===== src/hw/sop_regs.svh =====
`ifndef SOP_REGS_SVH
`define SOP_REGS_SVH

// ----------------------------------------
// Register map
// ----------------------------------------
`define SOP_ADDR_CTRL 8'h00
`define SOP_ADDR_RESULT 8'h04
`define SOP_ADDR_STATUS 8'h08

// ----------------------------------------
// Control fields
// ----------------------------------------
`define SOP_CTRL_PORT_STYLE 0
`define SOP_CTRL_CLK_SOURCE 1
`define SOP_CTRL_MARKER_POL 2
`define SOP_CTRL_CLK_INVERT 3
`define SOP_CTRL_CODING 4
`define SOP_CTRL_CONV_BUSY 5
`define SOP_CTRL_MSB 5
`define SOP_CTRL_RESET 6'h00
`define SOP_RESULT_RESET 16'h0000

// ----------------------------------------
// Status fields
// ----------------------------------------
`define SOP_STAT_ACTIVE 0
`define SOP_STAT_BUS_EN 1
`define SOP_STAT_FRESH 2
`define SOP_STAT_CNT_LSB 8
`define SOP_STAT_CNT_MSB 12

// ----------------------------------------
// Result word and timing
// ----------------------------------------
`define SOP_WORD_BITS 16
`define SOP_LAST_BIT 5'h0F
`define SOP_PAR_BIT_SEVEN 7
`define SOP_PAR_BIT_EIGHT 8
`define SOP_PAR_BIT_NINE 9
`define SOP_PAR_BIT_TEN 10
`define SOP_PHASE_LOW 2'h0
`define SOP_PHASE_HIGH 2'h1
`define SOP_PHASE_HOLD 2'h2
`define SOP_CLK_PERIOD_NS 100
`define SOP_INT_PHASE_NS 200
`define SOP_INT_PHASE_CYC \
    ((`SOP_INT_PHASE_NS + `SOP_CLK_PERIOD_NS - 1) / `SOP_CLK_PERIOD_NS)

`endif


===== src/hw/sop_pkg.sv =====
`include "sop_regs.svh"

package sop_pkg;
    typedef logic [31:0] sop_word_t;
    typedef logic [7:0] sop_addr_t;
    typedef logic [`SOP_WORD_BITS-1:0] sop_result_t;
    typedef enum logic [2:0] {
        SOP_ST_IDLE = 3'h1,
        SOP_ST_INT = 3'h2,
        SOP_ST_EXT = 3'h4
    } sop_state_e;
endpackage


===== src/hw/sop_serial_port.sv =====
`timescale 1ns/1ps
`default_nettype none
`include "sop_regs.svh"

module sop_serial_port (
    input wire logic CLK,
    input wire logic RESET,
    input wire logic PSEL,
    input wire logic PENABLE,
    input wire logic PWRITE,
    input wire sop_pkg::sop_addr_t PADDR,
    input wire sop_pkg::sop_word_t PWDATA,
    output sop_pkg::sop_word_t PRDATA,
    output logic PREADY,
    output logic PSLVERR,
    input wire logic CS_N,
    input wire logic RD_N,
    input wire logic CHAIN_IN_OR_READ_MODE_I,
    output logic CHAIN_IN_OR_READ_MODE_O,
    output logic CHAIN_IN_OR_READ_MODE_OE,
    input wire logic SERIAL_CLOCK_I,
    output logic SERIAL_CLOCK_O,
    output logic SERIAL_CLOCK_OE,
    output logic SERIAL_RESULT_OUT_O,
    output logic SERIAL_RESULT_OUT_OE,
    output logic FRAME_MARKER_O,
    output logic FRAME_MARKER_OE
);
    import sop_pkg::*;

    // ----------------------------------------
    // Register state
    // ----------------------------------------
    logic [`SOP_CTRL_MSB:0] ctrl_q;
    sop_result_t result_q, coded;
    sop_word_t prdata_q;
    logic fresh_q, pready_q, pslverr_q, apb_wr, apb_rd_data;
    logic port_style_select, clock_source_select, frame_marker_polarity;
    logic bit_clock_invert, output_coding_select, conv_busy;

    assign port_style_select = ctrl_q[`SOP_CTRL_PORT_STYLE];
    assign clock_source_select = ctrl_q[`SOP_CTRL_CLK_SOURCE];
    assign frame_marker_polarity = ctrl_q[`SOP_CTRL_MARKER_POL];
    assign bit_clock_invert = ctrl_q[`SOP_CTRL_CLK_INVERT];
    assign output_coding_select = ctrl_q[`SOP_CTRL_CODING];
    assign conv_busy = ctrl_q[`SOP_CTRL_CONV_BUSY];
    // Twos complement by MSB inversion when coding select is low
    assign coded = {result_q[`SOP_WORD_BITS-1] ^ ~output_coding_select,
                    result_q[`SOP_WORD_BITS-2:0]};

    // ----------------------------------------
    // Pin synchronisers
    // ----------------------------------------
    logic [1:0] cs_sync_q, rd_sync_q, pin_sync_q, sclk_sync_q;
    logic sclk_prev_q, bus_en_q, bus_en, chain_lvl, upd_edge;

    always_ff @(posedge CLK or posedge RESET) begin
        if (RESET) begin
            cs_sync_q <= 2'h3;
            rd_sync_q <= 2'h3;
            pin_sync_q <= 2'h0;
            sclk_sync_q <= 2'h0;
            sclk_prev_q <= 1'b0;
            bus_en_q <= 1'b0;
        end else begin
            cs_sync_q <= {cs_sync_q[0], CS_N};
            rd_sync_q <= {rd_sync_q[0], RD_N};
            pin_sync_q <= {pin_sync_q[0], CHAIN_IN_OR_READ_MODE_I};
            sclk_sync_q <= {sclk_sync_q[0], SERIAL_CLOCK_I};
            sclk_prev_q <= sclk_sync_q[1];
            bus_en_q <= bus_en;
        end
    end

    assign bus_en = ~cs_sync_q[1] & ~rd_sync_q[1];
    assign chain_lvl = pin_sync_q[1];
    // Rising edge, or falling edge when inverted
    assign upd_edge = (sclk_sync_q[1] ^ sclk_prev_q)
                      & (sclk_sync_q[1] ^ bit_clock_invert);

    // ----------------------------------------
    // Read sequencer
    // ----------------------------------------
    sop_state_e state_q;
    sop_result_t shift_q;
    logic [4:0] bit_cnt_q;
    logic [1:0] phase_q;
    logic [1:0] tick_q;
    logic tick_done, start_int, start_ext, first_chain_q;

    assign tick_done = (tick_q == 2'(`SOP_INT_PHASE_CYC - 1));
    assign start_int = (state_q == SOP_ST_IDLE) & port_style_select & ~clock_source_select
                       & bus_en & fresh_q & (chain_lvl | ~conv_busy);
    assign start_ext = (state_q == SOP_ST_IDLE) & port_style_select & clock_source_select
                       & bus_en & ~bus_en_q;

    always_ff @(posedge CLK or posedge RESET) begin
        if (RESET) begin
            state_q <= SOP_ST_IDLE;
        end else begin
            case (state_q)
                SOP_ST_IDLE: begin
                    if (start_int) begin
                        state_q <= SOP_ST_INT;
                    end else if (start_ext) begin
                        state_q <= SOP_ST_EXT;
                    end
                end
                SOP_ST_INT: begin
                    if (~port_style_select | clock_source_select) begin
                        state_q <= SOP_ST_IDLE;
                    end else if (tick_done & (phase_q == `SOP_PHASE_HOLD)
                                 & (bit_cnt_q == `SOP_LAST_BIT)) begin
                        state_q <= SOP_ST_IDLE;
                    end
                end
                SOP_ST_EXT: begin
                    if (~bus_en | ~port_style_select | ~clock_source_select) begin
                        state_q <= SOP_ST_IDLE;
                    end
                end
                default: begin
                    state_q <= SOP_ST_IDLE;
                end
            endcase
        end
    end

    // Internal clock: low, high, low phases so both edges see stable data
    always_ff @(posedge CLK or posedge RESET) begin
        if (RESET) begin
            tick_q <= 2'h0;
            phase_q <= `SOP_PHASE_LOW;
        end else if (state_q != SOP_ST_INT) begin
            tick_q <= 2'h0;
            phase_q <= `SOP_PHASE_LOW;
        end else if (tick_done) begin
            tick_q <= 2'h0;
            phase_q <= (phase_q == `SOP_PHASE_HOLD) ? `SOP_PHASE_LOW : phase_q + 2'h1;
        end else begin
            tick_q <= tick_q + 2'h1;
        end
    end

    always_ff @(posedge CLK or posedge RESET) begin
        if (RESET) begin
            shift_q <= `SOP_RESULT_RESET;
            bit_cnt_q <= 5'h00;
        end else if (start_int | start_ext) begin
            shift_q <= coded;
            bit_cnt_q <= 5'h00;
        end else if ((state_q == SOP_ST_INT) & tick_done & (phase_q == `SOP_PHASE_HOLD)) begin
            shift_q <= {shift_q[`SOP_WORD_BITS-2:0], 1'b0};
            bit_cnt_q <= bit_cnt_q + 5'h01;
        end else if ((state_q == SOP_ST_EXT) & upd_edge) begin
            // Chain level enters at the bottom, reaching the output after 16 shifts
            shift_q <= {shift_q[`SOP_WORD_BITS-2:0], chain_lvl};
            if (bit_cnt_q != 5'h1F) begin
                bit_cnt_q <= bit_cnt_q + 5'h01;
            end
        end
    end

    always_ff @(posedge CLK or posedge RESET) begin
        if (RESET) begin
            first_chain_q <= 1'b0;
        end else if ((state_q == SOP_ST_EXT) & upd_edge & (bit_cnt_q == 5'h00)) begin
            first_chain_q <= chain_lvl;
        end
    end

    // ----------------------------------------
    // Pin drivers
    // ----------------------------------------
    logic sdo_q, sdo_oe_q, frame_q, frame_oe_q;
    logic sclk_q, sclk_oe_q, chain_q, chain_oe_q;

    always_ff @(posedge CLK or posedge RESET) begin
        if (RESET) begin
            sdo_q <= 1'b0;
            sdo_oe_q <= 1'b0;
            frame_q <= 1'b0;
            frame_oe_q <= 1'b0;
            sclk_q <= 1'b0;
            sclk_oe_q <= 1'b0;
            chain_q <= 1'b0;
            chain_oe_q <= 1'b0;
        end else if (~port_style_select) begin
            sdo_q <= coded[`SOP_PAR_BIT_EIGHT];
            frame_q <= coded[`SOP_PAR_BIT_TEN];
            sclk_q <= coded[`SOP_PAR_BIT_NINE];
            chain_q <= coded[`SOP_PAR_BIT_SEVEN];
            sdo_oe_q <= bus_en;
            frame_oe_q <= bus_en;
            sclk_oe_q <= bus_en;
            chain_oe_q <= bus_en;
        end else begin
            sdo_q <= shift_q[`SOP_WORD_BITS-1];
            sdo_oe_q <= bus_en;
            frame_q <= ~clock_source_select & (state_q == SOP_ST_INT)
                       ^ frame_marker_polarity;
            frame_oe_q <= bus_en;
            sclk_q <= (phase_q == `SOP_PHASE_HIGH) & (state_q == SOP_ST_INT)
                      ^ bit_clock_invert;
            sclk_oe_q <= ~clock_source_select;
            chain_q <= 1'b0;
            chain_oe_q <= 1'b0;
        end
    end

    assign SERIAL_RESULT_OUT_O = sdo_q;
    assign SERIAL_RESULT_OUT_OE = sdo_oe_q;
    assign FRAME_MARKER_O = frame_q;
    assign FRAME_MARKER_OE = frame_oe_q;
    assign SERIAL_CLOCK_O = sclk_q;
    assign SERIAL_CLOCK_OE = sclk_oe_q;
    assign CHAIN_IN_OR_READ_MODE_O = chain_q;
    assign CHAIN_IN_OR_READ_MODE_OE = chain_oe_q;

    // ----------------------------------------
    // APB slave
    // ----------------------------------------
    assign apb_wr = PSEL & PENABLE & PWRITE & pready_q;
    assign apb_rd_data = PSEL & PENABLE & ~pready_q;

    always_ff @(posedge CLK or posedge RESET) begin
        if (RESET) begin
            pready_q <= 1'b0;
            pslverr_q <= 1'b0;
            prdata_q <= 32'h0000_0000;
        end else if (apb_rd_data) begin
            pready_q <= 1'b1;
            pslverr_q <= 1'b0;
            prdata_q <= 32'h0000_0000;
            if (PADDR == `SOP_ADDR_CTRL) begin
                prdata_q[`SOP_CTRL_MSB:0] <= ctrl_q;
            end else if (PADDR == `SOP_ADDR_RESULT) begin
                prdata_q[`SOP_WORD_BITS-1:0] <= result_q;
            end else if (PADDR == `SOP_ADDR_STATUS) begin
                prdata_q[`SOP_STAT_ACTIVE] <= (state_q != SOP_ST_IDLE);
                prdata_q[`SOP_STAT_BUS_EN] <= bus_en;
                prdata_q[`SOP_STAT_FRESH] <= fresh_q;
                prdata_q[`SOP_STAT_CNT_MSB:`SOP_STAT_CNT_LSB] <= bit_cnt_q;
            end else begin
                pslverr_q <= 1'b1;
            end
        end else begin
            pready_q <= 1'b0;
            pslverr_q <= 1'b0;
        end
    end

    assign PREADY = pready_q;
    assign PSLVERR = pslverr_q;
    assign PRDATA = prdata_q;

    always_ff @(posedge CLK or posedge RESET) begin
        if (RESET) begin
            ctrl_q <= `SOP_CTRL_RESET;
            result_q <= `SOP_RESULT_RESET;
        end else if (apb_wr & (PADDR == `SOP_ADDR_CTRL)) begin
            ctrl_q <= PWDATA[`SOP_CTRL_MSB:0];
        end else if (apb_wr & (PADDR == `SOP_ADDR_RESULT)) begin
            result_q <= PWDATA[`SOP_WORD_BITS-1:0];
        end
    end

    // New result waiting; a write in the start cycle wins
    always_ff @(posedge CLK or posedge RESET) begin
        if (RESET) begin
            fresh_q <= 1'b0;
        end else if (apb_wr & (PADDR == `SOP_ADDR_RESULT)) begin
            fresh_q <= 1'b1;
        end else if (start_int) begin
            fresh_q <= 1'b0;
        end
    end

    // ----------------------------------------
    // Assertions
    // ----------------------------------------
    a_parallel_bits: assert property (@(posedge CLK) disable iff (RESET)
        (~port_style_select & ~apb_wr) |=>
        (CHAIN_IN_OR_READ_MODE_O == coded[`SOP_PAR_BIT_SEVEN])
        && (SERIAL_RESULT_OUT_O == coded[`SOP_PAR_BIT_EIGHT])
        && (FRAME_MARKER_O == coded[`SOP_PAR_BIT_TEN]))
        else $error("parallel bits wrong");
    a_chain_pin_input: assert property (@(posedge CLK) disable iff (RESET)
        port_style_select |=> ~CHAIN_IN_OR_READ_MODE_OE)
        else $error("chain pin driven in serial mode");
    a_chain_forward: assert property (@(posedge CLK) disable iff (RESET)
        ((state_q == SOP_ST_EXT) & upd_edge & (bit_cnt_q == `SOP_LAST_BIT)) |=>
        (shift_q[`SOP_WORD_BITS-1] == first_chain_q))
        else $error("chain level not forwarded after 16 periods");
    a_read_mode_gate: assert property (@(posedge CLK) disable iff (RESET)
        ((state_q == SOP_ST_INT) & ($past(state_q) == SOP_ST_IDLE)) |->
        ($past(chain_lvl) | ~$past(conv_busy)))
        else $error("read started during conversion");
    a_msb_first_load: assert property (@(posedge CLK) disable iff (RESET)
        (start_int | start_ext) |=> (shift_q == $past(coded)) ##1
        (SERIAL_RESULT_OUT_O == shift_q[`SOP_WORD_BITS-1]) || ~port_style_select)
        else $error("result not loaded MSB first");
    a_int_bit_stable: assert property (@(posedge CLK) disable iff (RESET)
        ((state_q == SOP_ST_INT) & (phase_q != `SOP_PHASE_HOLD)) |=> $stable(shift_q))
        else $error("data moved across a serial clock edge");
    a_ext_update_edge: assert property (@(posedge CLK) disable iff (RESET)
        ((state_q == SOP_ST_EXT) & ~upd_edge) |=> $stable(shift_q))
        else $error("data changed off the update edge");
    a_clock_pin_dir: assert property (@(posedge CLK) disable iff (RESET)
        port_style_select |=> (SERIAL_CLOCK_OE == ~$past(clock_source_select)))
        else $error("serial clock direction wrong");
    a_frame_marker: assert property (@(posedge CLK) disable iff (RESET)
        (port_style_select & ~clock_source_select) |=>
        (FRAME_MARKER_O == (($past(state_q) == SOP_ST_INT) ^ $past(frame_marker_polarity))))
        else $error("frame marker wrong");
endmodule

`default_nettype wire

===== config.mk =====
export PLATFORM = sky130hd
export DESIGN_NAME = sop_serial_port
export DESIGN_NICKNAME = d
export VERILOG_FILES = /design/src/hw/sop_pkg.sv /design/src/hw/sop_serial_port.sv
export VERILOG_INCLUDE_DIRS = /design/src /design/src/hw
export SDC_FILE = /design/constraint.sdc
export NUM_CORES = 1
export LEC_CHECK = 0
export ABC_AREA = 1
export BUFFER_PORTS_ARGS = -buffer_cell sky130_fd_sc_hd__buf_2
export CORE_ASPECT_RATIO = 1.1
export CORE_MARGIN = 2
export CORE_UTILIZATION = 49
export CTS_CLUSTER_DIAMETER = 100
export DETAILED_ROUTE_END_ITERATION = 10
export GPL_TIMING_DRIVEN = 0
export PLACE_DENSITY = 0.76
export SYNTH_ARGS = -nofsm -noshare
export SYNTH_HDL_FRONTEND = slang
export SYNTH_SLANG_ARGS = --single-unit

===== constraint.sdc =====
create_clock -name CLK -period 2.65 [get_ports CLK]
set_input_delay 0.6625 -clock CLK [delete_from_list [all_inputs] [get_ports CLK]]
set_output_delay 0.6625 -clock CLK [all_outputs]
set_load 0.005 [all_outputs]

==> results of run 1 <==
## worst max-delay path: cells and delay by family, from the launching register on
family                     cells  cell delay [ps]
and+or+nand+nor                5              580
DFF                            1              430
adders and majority gates      2              420
AOI/OAI and AO/OA              1              390
## cell usage in the layout (no fill, tap or decap), types with 7 or more instances in the layout
cell      count
nand2_1     168
nand4_1       9
buf_4        19
o21ai_1      12
dfrtp_1      80
clkbuf_1      7
inv_1        30
conb_1       16
clkbuf_8     10
nor2_1       26
nand3_1      72
buf_2        66
## how the worst min path moves through the flow
stage / depth (start not counted) / endpoint / slack (ps)
after floorplan: 0 / pin_sync_q[1] / 330
after global placement: 0 / pin_sync_q[1] / 330
after detailed placement: 0 / sclk_sync_q[1] / 340
after CTS: 0 / pin_sync_q[1] / 360
after global routing: 0 / pin_sync_q[1] / 360
final: 0 / pin_sync_q[1] / 350
## cell families (layout without fill, tap and decap cells)
family,after synthesis,count (layout),synth area share
fa+ha+maj,3,3,0.00933
compound gates,23,23,0.0289
buf+inv,74,149,0.0967
simple gates,294,294,0.323
xor+xnor,5,5,0.0109
flops,85,85,0.530
other cells,1,16,0.000932
## layer usage
layer  up-vias  routed length [um]
li1       1673                   -
met3        17                 484
met4         0                 189
met1      1585                3940
met5         -                   0
met2       116                4490
## registers in the layout (all words and copies together), names as in the netlist, 2 cells and up
name,count
ctrl_q,6
pin_sync_q,2
rd_sync_q,2
result_q,16
bit_cnt_q,5
cs_sync_q,2
tick_q,2
sclk_sync_q,2
phase_q,2
shift_q,16
state_q,3
PRDATA,16
## per-stage QoR
stage / cell area, um2 / hold WS (ps) / power (uW)
after detailed placement: 4530 / 338 / 1490
after CTS: 4750 / 356 / 2490
after global placement: 4510 / 333 / 1480
after global routing: 4750 / 359 / 2560
final: 4750 / 354 / 2480
after floorplan: 4080 / 331 / 1430
## layout make-up
| cell class | count | area, um2 |
|---|---|---|
| multi-input cells | 341 | 1560 |
| flip-flops and latches | 85 | 2130 |
| inverters | 38 | 146 |
| plain buffers | 36 | 246 |
| repair buffers | 59 | 310 |
| clock buffers | 12 | 145 |
| well taps | 108 | 135 |
| clock inverters | 4 | 72.6 |
| fillers | 700 | 3210 |
## power groups by stage
stage | sequential [uW] | clock (uW) | combinational (uW)
after detailed placement | 1350 | 0 | 138
after floorplan | 1350 | 0 | 80.8
after global placement | 1350 | 0 | 131
final | 1320 | 1020 | 137
after global routing | 1330 | 1080 | 157
after CTS | 1320 | 1020 | 138
==> metrics.md, run 1 <==
| Metric | Value |
|---|---|
| CP arrival | `2190 ps` |
| CTS Buffer Depth | `2` |
| Setup repair bufs after CTS | `0` |
| Worst slew pin tran | `877 ps` |
| Register share of total power | `0.534` |
| Layout Skew | `7.98 ps` |
| Crit path cell chain | `ha_1, nand2_1, nor2_1, ha_1, nand3b_1, a21oi_1, nand2_1, nand2_1` |
| Final worst slack | `758 ps` |
| Post-synth EDFFs | `0` |
| Core Box Area | `7960 um2` |
| DIE HEIGHT | `99.0 um` |
| WL final | `9.10 mm` |
| First-pass DRT Iterations | `5` |
| Fmax achieved | `529 MHz` |
| Top-area cell type share of the netlist area | `0.498` |
| Final Non-Filler Cells | `683` |
| CTS resizes | `0` |
| DRC | `0` |
| Most numerous cell in the Yosys netlist | `nand2_1` |
| Slew Limit Fails | `0` |
| Initial antenna violation count | `0` |
| P_leak | `roughly 0.0026 uW` |
| Maxcap violations | `0` |
| Clock power frac | `0.411` |
| Util after Layout | `0.597` |
| Top cells by count, synth | `nand2_1, dfrtp_1, nand3_1` |
| Clk slew on worst S/H paths | `80 ps` |
| Share of cells above drive strength 1 | `0.230` |
| Drt first-iter violations | `214` |
| Via count | `3,391` |
| Critical-path top delay cell | `dfrtp_1` |
| Clk Latency, worst-skew pair | `350 ps` |
| Num Clock Sinks | `between 80 and 90` |
| I/O pin cnt | `just over 90` |
| Net Sw Power | `553 uW` |
| Kind of end point of the critical path | `flip-flop` |
| Worst Reg-to-Reg Cells | `8` |
| Fraction of registers with async set/reset | `1.00` |
| Final cycle utilization of the critical path | `0.714` |
| Root buffer cell | `clkbuf_8` |
| Comb power frac | `0.055` |
| Met1 usage | `0.271` |
| DP Cell Count | `667` |
| Min-Delay Path Class | `reg -> reg` |
| Met3 usage | `0.0413` |
| Top cells by area, synth | `dfrtp_1, nand2_1, nand3_1, buf_4, dfstp_2` |
| Post-layout min period | `1890 ps` |
| Fin nets | `622` |
| Hold_buf cts | `0` |
| Main synth FF type | `dfrtp_1` |
| IO buf count | `58` |
| Setup violators final | `0` |
| Gpl congestion | `0.929` |
| First-pass GRT wire length | `15.3 mm` |
| RSZ-0062 raised after global routing | `no` |
| Max VDD drop | `0.000339 V` |
| PwrDens | `523 nW/um2` |
| Grt peak-use layer | `met2` |
| Flops & latches, synth | `85` |
| Die Wd | `~90 um` |
| Most used cell, CP | `nand2_1` |
| Met2 usage | `0.370` |
| Worst setup path category | `reg -> reg` |
| CP endpoint | `bit_cnt_q[1]` |
| Cells after Synth | `485` |
| Worst Path Max Fanout | `7` |
| HP Start | `pin_sync_q[0]` |
| Largest net degree at the start of global routing | `46` |
| ANT nets after route | `0` |
| Final Hold Viols | `0` |
| Initial Util | `0.506` |
| Ant. Diodes | `0` |
| Area of the mapped netlist | `4020 um2` |
| Htree depth | `3` |
| Core Rows | `34` |
| Die outline area | `8950 um2` |
| TNS Setup | `0 ps` |
| Worst slack, placed | `727 ps` |
| Yosys cell types | `29` |
| Ys Warns | `0` |
| Worst Path Required | `2950 ps` |
| Critical Path Source | `bit_cnt_q[0]` |
| Dpl hpwl | `6.84 mm` |
| Critical Path Max Stage Delay | `430 ps` |
| Status | `finished clean` |
| Cell Int Power | `1930 uW` |
| Grt total ovfl | `0` |
| Startpoint types | `flip-flop` |
| Reg2reg end | `bit_cnt_q[1]` |
| Wire per inst | `13.3 um` |
| Switching portion of total power | `0.223` |
| Cell taking the most area after synthesis | `dfrtp_1` |
| Reg2Reg Setup Slack | `roughly 760 ps` |
| TritonCTS Buffers | `9` |
| Vias/cell | `about 5` |
| CTS tree | `yes` |
| Layout Area Growth over Synthesis | `18.0%` |
| R2R Path Start | `bit_cnt_q[0]` |
| Vias in the first global route | `approximately 3,200` |
| Max-slew headroom | `0.414` |
| Syn Area/Cell | `between 8 and 9 um2` |
| Sequential area share after synthesis | `0.530` |
| GRT Total Usage | `0.215` |
No activity file was read; power rests on OpenSTA's default activity.
==> run 2, diff against run 1 <==
Settings changed: ABC_AREA 1 to 0.
Clock period 2.65 ns to 1.61 ns, I/O delays scaled along.
==> run 2 against run 1 <==
Net effect:
- the run now ends with setup timing left
- cell count shrank 21%
- sequential cell count stayed put
- critical path depth is 3 lower
- critical path type unchanged
- highest routed layer unchanged
==> metrics.md, run 2 <==
| Metric | Value |
|---|---|
| Layout Skew | `8.22 ps (+0.235 ps)` |
| I/O pin cnt | `91 (unchanged)` |
| Setup violators final | `29 (+29)` |
| Ys Warns | `0 (unchanged)` |
| Worst Path Required | `1870 ps (-1080 ps)` |
| Final Non-Filler Cells | `537 (-21%)` |
| Share of cells above drive strength 1 | `0.431 (+0.202)` |
| Syn Area/Cell | `12.2 um2 (+48%)` |
| Initial antenna violation count | `0 (unchanged)` |
| Maxcap violations | `0 (unchanged)` |
| WL final | `9.46 mm (+3.9%)` |
| Die Wd | `89.8 um (-0.69%)` |
| Simple-Gate Fraction of Synth Area | `0.0991 (-0.224)` |
| TritonCTS Buffers | `9 (unchanged)` |
| Vias in the first global route | `2,980 (-7.5%)` |
| Via count | `2,992 (-12%)` |
| DRC | `0 (unchanged)` |
| Flops & latches, synth | `85 (unchanged)` |
| Failing checks | `setup timing` |
| RSZ-0062 raised after global routing | `yes` |
| PwrDens | `769 nW/um2 (+47%)` |
| Hold_buf cts | `0 (unchanged)` |
| Post-synth EDFFs | `0 (unchanged)` |
| Reg2reg end | `fresh_q` |
| Top-area cell type share of the netlist area | `0.505 (+0.00722)` |
| Startpoint types | `flip-flop` |
| Sequential area share after synthesis | `0.538 (+0.00770)` |
| Min Hold Slack | `68.2 ps (-285 ps)` |
| Core Rows | `34 (unchanged)` |
| Post-layout min period | `1850 ps (-37.7 ps)` |
| Num Clock Sinks | `85 (unchanged)` |
| First-pass DRT Iterations | `4 (-1)` |
| Top cells by area, synth | `dfrtp_1, mux2_2, a32o_1, mux2_4, dfstp_2` |
| Worst Path Max Fanout | `4 (-3)` |
| Cells after Synth | `324 (-33%)` |
| TNS Setup | `-4150 ps (-4150 ps)` |
| DIE HEIGHT | `98.3 um (-0.69%)` |
| XOR/XNOR share of the synthesized area | `0.00663 (-0.00426)` |
| Grt total ovfl | `0 (unchanged)` |
| Main combinational cell family by area after synthesis | `compound AO/OA/AOI/OAI gates` |
| Kind of end point of the critical path | `flip-flop` |
| Commonest cells after routing, fill and taps aside | `dfrtp_1, buf_2, buf_4, conb_1` |
| First-pass GRT wire length | `15.0 mm (-2.1%)` |
| Cell taking the most area after synthesis | `dfrtp_1` |
| Status | `complete, but fails checks` |
| Dpl hpwl | `6.17 mm (-9.9%)` |
| Largest net degree at the start of global routing | `42 (-8.7%)` |
| Synth Area in Adders | `0.00947 (+0.000135)` |
| Max-slew headroom | `0.632 (+0.218)` |
| Final worst slack | `-244 ps (-1000 ps)` |
| Worst Reg-to-Reg Cells | `5 (-3)` |
| Synth Area in Compound Gates | `0.180 (+0.151)` |
| Worst setup path category | `reg -> reg` |
| Yosys cell types | `50 (+72%)` |
| Final Hold Viols | `0 (unchanged)` |
| Fin nets | `476 (-23%)` |
| Final cycle utilization of the critical path | `1.15 (+0.438)` |
| Ant. Diodes | `0 (unchanged)` |
| Slew Limit Fails | `0 (unchanged)` |
| Main synth FF type | `dfrtp_1` |
| ANT nets after route | `0 (unchanged)` |
| Min-Delay Path Class | `in -> async` |
| Top cells by count, synth | `dfrtp_1, buf_4, a21boi_0, clkbuf_1` |
| Fraction of registers with async set/reset | `1.00 (unchanged)` |
| GRT Total Usage | `0.215 (-0.000328)` |
| Area of the mapped netlist | `3970 um2 (-1.4%)` |
| Worst slew pin tran | `552 ps (-325 ps)` |
| CTS Buffer Depth | `2 (unchanged)` |
| Clk slew on worst S/H paths | `90 ps (about the same)` |
| IO buf count | `56 (-3.4%)` |
| Reg2Reg Setup Slack | `-240 ps (-1000 ps)` |
| CTS tree | `yes` |
| Die outline area | `8830 um2 (-1.4%)` |
| Core Box Area | `7870 um2 (-1.1%)` |
| Fill cells | `612 (-13%)` |
| Root buffer cell | `clkbuf_8` |
| P_leak | `0.00251 uW (-5.1%)` |
| Drt first-iter violations | `190 (-11%)` |
| Vias/cell | `5.57 (+12%)` |
| Clk Latency, worst-skew pair | `370 ps (+20 ps)` |
| Max VDD drop | `0.000694 V (+100%)` |
| Most numerous cell in the Yosys netlist | `dfrtp_1` |
| CP arrival | `2120 ps (-70 ps)` |
| R2R Path Start | `state_q[0]` |
| Gpl congestion | `0.844 (-9.1%)` |
| DP Cell Count | `505 (-24%)` |
| Most common cell after layout, fill and taps aside | `dfrtp_1` |
| Initial Util | `0.504 (-0.00185)` |
| Layout Area Growth over Synthesis | `27.6%` |
| Wire per inst | `17.6 um (+32%)` |
| Fmax achieved | `539 MHz (+2.0%)` |
| Htree depth | `3 (unchanged)` |
| Post-synthesis mux area share | `0.104 (+0.104)` |
==> run 2: changes by cell type after synthesis, sizes merged, moves of 10 or more <==
cell	change
mux2	+23
nand2	-158
nor2	-22
clkbuf	+11
a32o	+15
a21boi	+16
o22a	+15
inv	-30
nand3	-72
mux2i	+12
buf	-10
==> run 2: kinds of logic (layout without fill, tap and decap cells) <==
group,after synthesis,in the layout
AO/OA/AOI/OAI,89,89
flip-flops,85,85
XOR/XNOR,3,3
AND/OR/NAND/NOR,64,64
other,1,16
multiplexers,35,35
buffers and inverters,44,134
adder cells (fa/ha/maj),3,3
==> run 2: worst max-delay path by stage <==
stage / slack, ps / to / depth (start not counted) / start
after floorplan: -360 / result_q[0] / 6 / PADDR[7]
final: -240 / fresh_q / 5 / state_q[0]
after global routing: -290 / fresh_q / 5 / state_q[0]
after CTS: -200 / fresh_q / 5 / state_q[0]
after global placement: -600 / PRDATA[11] / 5 / PADDR[7]
after detailed placement: -660 / PRDATA[8] / 5 / PADDR[7]
==> run 2: layout make-up <==
class / count / area, um2 / share of cell area
Tap cell: 108 / 135 / 0.0267
Sequential cell: 85 / 2130 / 0.422
Inverter: 7 / 30.0 / 0.00594
Multi-Input combinational cell: 210 / 1770 / 0.351
Clock inverter: 3 / 17.5 / 0.00346
Buffer: 33 / 250 / 0.0495
Clock buffer: 13 / 179 / 0.0354
Timing Repair Buffer: 78 / 539 / 0.107
==> run 2: metal layers <==
| metal | track usage | up-vias | part of all wire |
|---|---|---|---|
| li1 | - | 1368 | - |
| met1 | 0.281 | 1514 | 0.42 |
| met2 | 0.358 | 97 | 0.52 |
| met3 | 0.0378 | 13 | 0.041 |
| met4 | 0.0876 | 0 | 0.018 |
| met5 | 0 | - | 0 |
==> run 2: metrics by stage <==
stage               setup slack, ps  total power, uW   util  instance area (um2)
global route                   -289             4020  0.643                 5060
global placement               -598             2410  0.572                 4500
CTS                            -203             3900  0.629                 4950
finish                         -244             3890  0.643                 5060
detailed placement             -664             2430  0.578                 4550
floorplan                      -363             2330      -                 4080
==> run 2: worst max-delay path, stage by stage (launching register included) <==
cell	delay, ps
dfstp_2	550
or3b_4	400
nor3_4	300
buf_6	160
nand4_1	120
a21bo_2	220
==> run 2: repair_timing <==
item | CTS | global route
endpoints found under the setup margin | 65 | 60
resized for setup | 25 | 26
pin swaps | 6 | 8
setup buffers | 12 | 7
gates cloned | 1 | 0
==> run 2: report_power, final <==
group | leakage [uW] | internal [uW] | switching [uW]
clock network | 0.000101 | 725 | 761
logic | 0.00125 | 105 | 127
registers | 0.00115 | 2160 | 15.2
total | 0.00251 | 2990 | 903
==> run 3, diff against run 2 <==
Settings changed: ABC_AREA 0 to 1, SKIP_CTS_REPAIR_TIMING set to 1.
==> run 3 against run 2 <==
Net effect:
- the flow still finishes with violations (setup timing)
- largest cell class unchanged
- cell count grew 31%
- routed wire length grew 9.0%
- first-iteration DRC count grew 63%
- final area grew 1.7%
- combinational power is essentially flat
==> metrics.md, run 3 (synthesis results as in run 1) <==
| Metric | Value |
|---|---|
| Fin nets | `642 (+35%)` |
| I/O pin cnt | `91 (unchanged)` |
| Layout Area Growth over Synthesis | `27.8%` |
| Setup violators final | `19 (-34%)` |
| Maxcap violations | `0 (unchanged)` |
| Failing checks | `setup timing` |
| Hold Path Cell Cnt | `1` |
| Clk slew on worst S/H paths | `80 ps (about the same)` |
| Final Hold Viols | `0 (unchanged)` |
| Root buffer cell | `clkbuf_8` |
| Max VDD drop | `0.000557 V (-20%)` |
| GRT Total Usage | `0.215 (+0.000328)` |
| Status | `complete, but fails checks` |
| TNS Setup | `-430 ps (+3720 ps)` |
| Fmax achieved | `602 MHz (+12%)` |
| Min-Delay Path Class | `in -> reg` |
| DIE HEIGHT | `99.0 um (+0.70%)` |
| Startpoint types | `flip-flop` |
| Slew Limit Fails | `0 (unchanged)` |
| Post-layout min period | `1660 ps (-192 ps)` |
| Wire per inst | `14.7 um (-17%)` |
| DRC | `0 (unchanged)` |
| CP arrival | `1960 ps (-160 ps)` |
| Htree depth | `3 (unchanged)` |
| Gpl congestion | `0.929 (+10%)` |
| Vias in the first global route | `3,222 (+8.1%)` |
| TritonCTS Buffers | `9 (unchanged)` |
| Die Wd | `90.4 um (+0.69%)` |
| Reg2Reg Setup Slack | `-50 ps (+190 ps)` |
| Final worst slack | `-51.8 ps (+192 ps)` |
| Worst Path Required | `1910 ps (+40 ps)` |
| Kind of end point of the critical path | `flip-flop` |
| Core Rows | `34 (unchanged)` |
| CTS Buffer Depth | `2 (unchanged)` |
| Worst Reg-to-Reg Cells | `10 (+5)` |
| Num Clock Sinks | `85 (unchanged)` |
| HP Start | `RD_N` |
| Final cycle utilization of the critical path | `1.03 (-0.119)` |
| Dpl hpwl | `6.84 mm (+11%)` |
| RSZ-0062 raised after global routing | `yes` |
| First-pass DRT Iterations | `6 (+2)` |
| ANT nets after route | `0 (unchanged)` |
| Drt first-iter violations | `310 (+63%)` |
| Initial antenna violation count | `0 (unchanged)` |
| R2R Path Start | `state_q[0]` |
| P_leak | `0.00289 uW (+15%)` |
| IO buf count | `58 (+3.6%)` |
| Worst slew pin tran | `888 ps (+336 ps)` |
| Worst Path Max Fanout | `7 (+3)` |
| Reg2reg end | `shift_q[9]` |
| Vias/cell | `5.15 (-7.6%)` |
| Worst setup path category | `reg -> reg` |
| Ant. Diodes | `0 (unchanged)` |
| Max-slew headroom | `0.407 (-0.225)` |
| CTS tree | `yes` |
| Most common cell after layout, fill and taps aside | `nand2_1` |
| Die outline area | `8950 um2 (+1.4%)` |
| First-pass GRT wire length | `15.3 mm (+2.2%)` |
| Core Box Area | `7960 um2 (+1.1%)` |
| Largest net degree at the start of global routing | `46 (+9.5%)` |
| Grt total ovfl | `0 (unchanged)` |
| Via count | `3,621 (+21%)` |
| Clk Latency, worst-skew pair | `360 ps (about the same)` |
| Share of cells above drive strength 1 | `0.324 (-0.107)` |
| Fill cells | `632 (+3.3%)` |
| WL final | `10.3 mm (+9.0%)` |
| Initial Util | `0.506 (+0.00185)` |
| PwrDens | `797 nW/um2 (+3.7%)` |
| Commonest cells after routing, fill and taps aside | `nand2_1, dfrtp_1, nand3_1, buf_2, buf_4` |
| Layout Skew | `11.8 ps (+3.55 ps)` |
| Min-Delay Endpoint | `rd_sync_q[0]` |
| Area of placed instances | `4530 um2 (-0.39%)` |
| Design area | `5140 um2 (+1.7%)` |
| Worst slack, placed | `-224 ps (+439 ps)` |
[run 3: worst max path at each step]
stage	cells past startpoint	from	to	slack [ps]
after floorplan	8	bit_cnt_q[0]	bit_cnt_q[0]	30
after CTS	8	bit_cnt_q[0]	bit_cnt_q[1]	-260
after global routing	10	state_q[0]	shift_q[6]	-120
after global placement	2	RESET	PRDATA[6]	-290
final	10	state_q[0]	shift_q[9]	-50
after detailed placement	8	bit_cnt_q[0]	bit_cnt_q[1]	-220
[run 3: worst max-delay path, stage by stage (launching register included)]
cell and delay, ps:
dfstp_2 600, nand3_2 100, nor2_2 140, nand2_2 120, nand2_2 110, buf_6 150
buf_6 150, nand2_4 50, nand2_2 60, nand2_1 50, nand2_1 70
[run 3: power breakdown]
part	leakage (uW)	total [uW]	switching (uW)	internal (uW)
clock	0.000107	1690	771	916
combinational	0.00165	233	138	95.6
sequential	0.00113	2180	14.4	2170
total	0.00289	4100	923	3180
[run 3: area by class of cell]
| type | count | area [um2] | area share |
|---|---|---|---|
| plain buffers | 36 | 270 | 0.0526 |
| clock buffers | 12 | 145 | 0.0282 |
| clock inverters | 4 | 72.6 | 0.0141 |
| inverters | 38 | 146 | 0.0285 |
| multi-input cells | 341 | 1740 | 0.338 |
| flip-flops and latches | 85 | 2130 | 0.415 |
| well taps | 108 | 135 | 0.0263 |
| repair buffers | 79 | 500 | 0.0973 |
[run 3: stage by stage]
step	hold WS, ps	total power, uW	util	cells
final	136	4100	0.646	703
after global routing	128	4220	0.646	703
after CTS	131	4090	0.597	683
after detailed placement	338	2450	0.569	667
after global placement	333	2440	0.567	666
after floorplan	331	2350	-	500
[run 3: metal layers]
metal | vias to the layer above | routed length (um) | track usage
li1 | 1721 | - | -
met1 | 1684 | 4130 | 0.271
met2 | 191 | 5220 | 0.370
met3 | 25 | 634 | 0.0413
met4 | 0 | 327 | 0.0840
met5 | - | 0 | 0
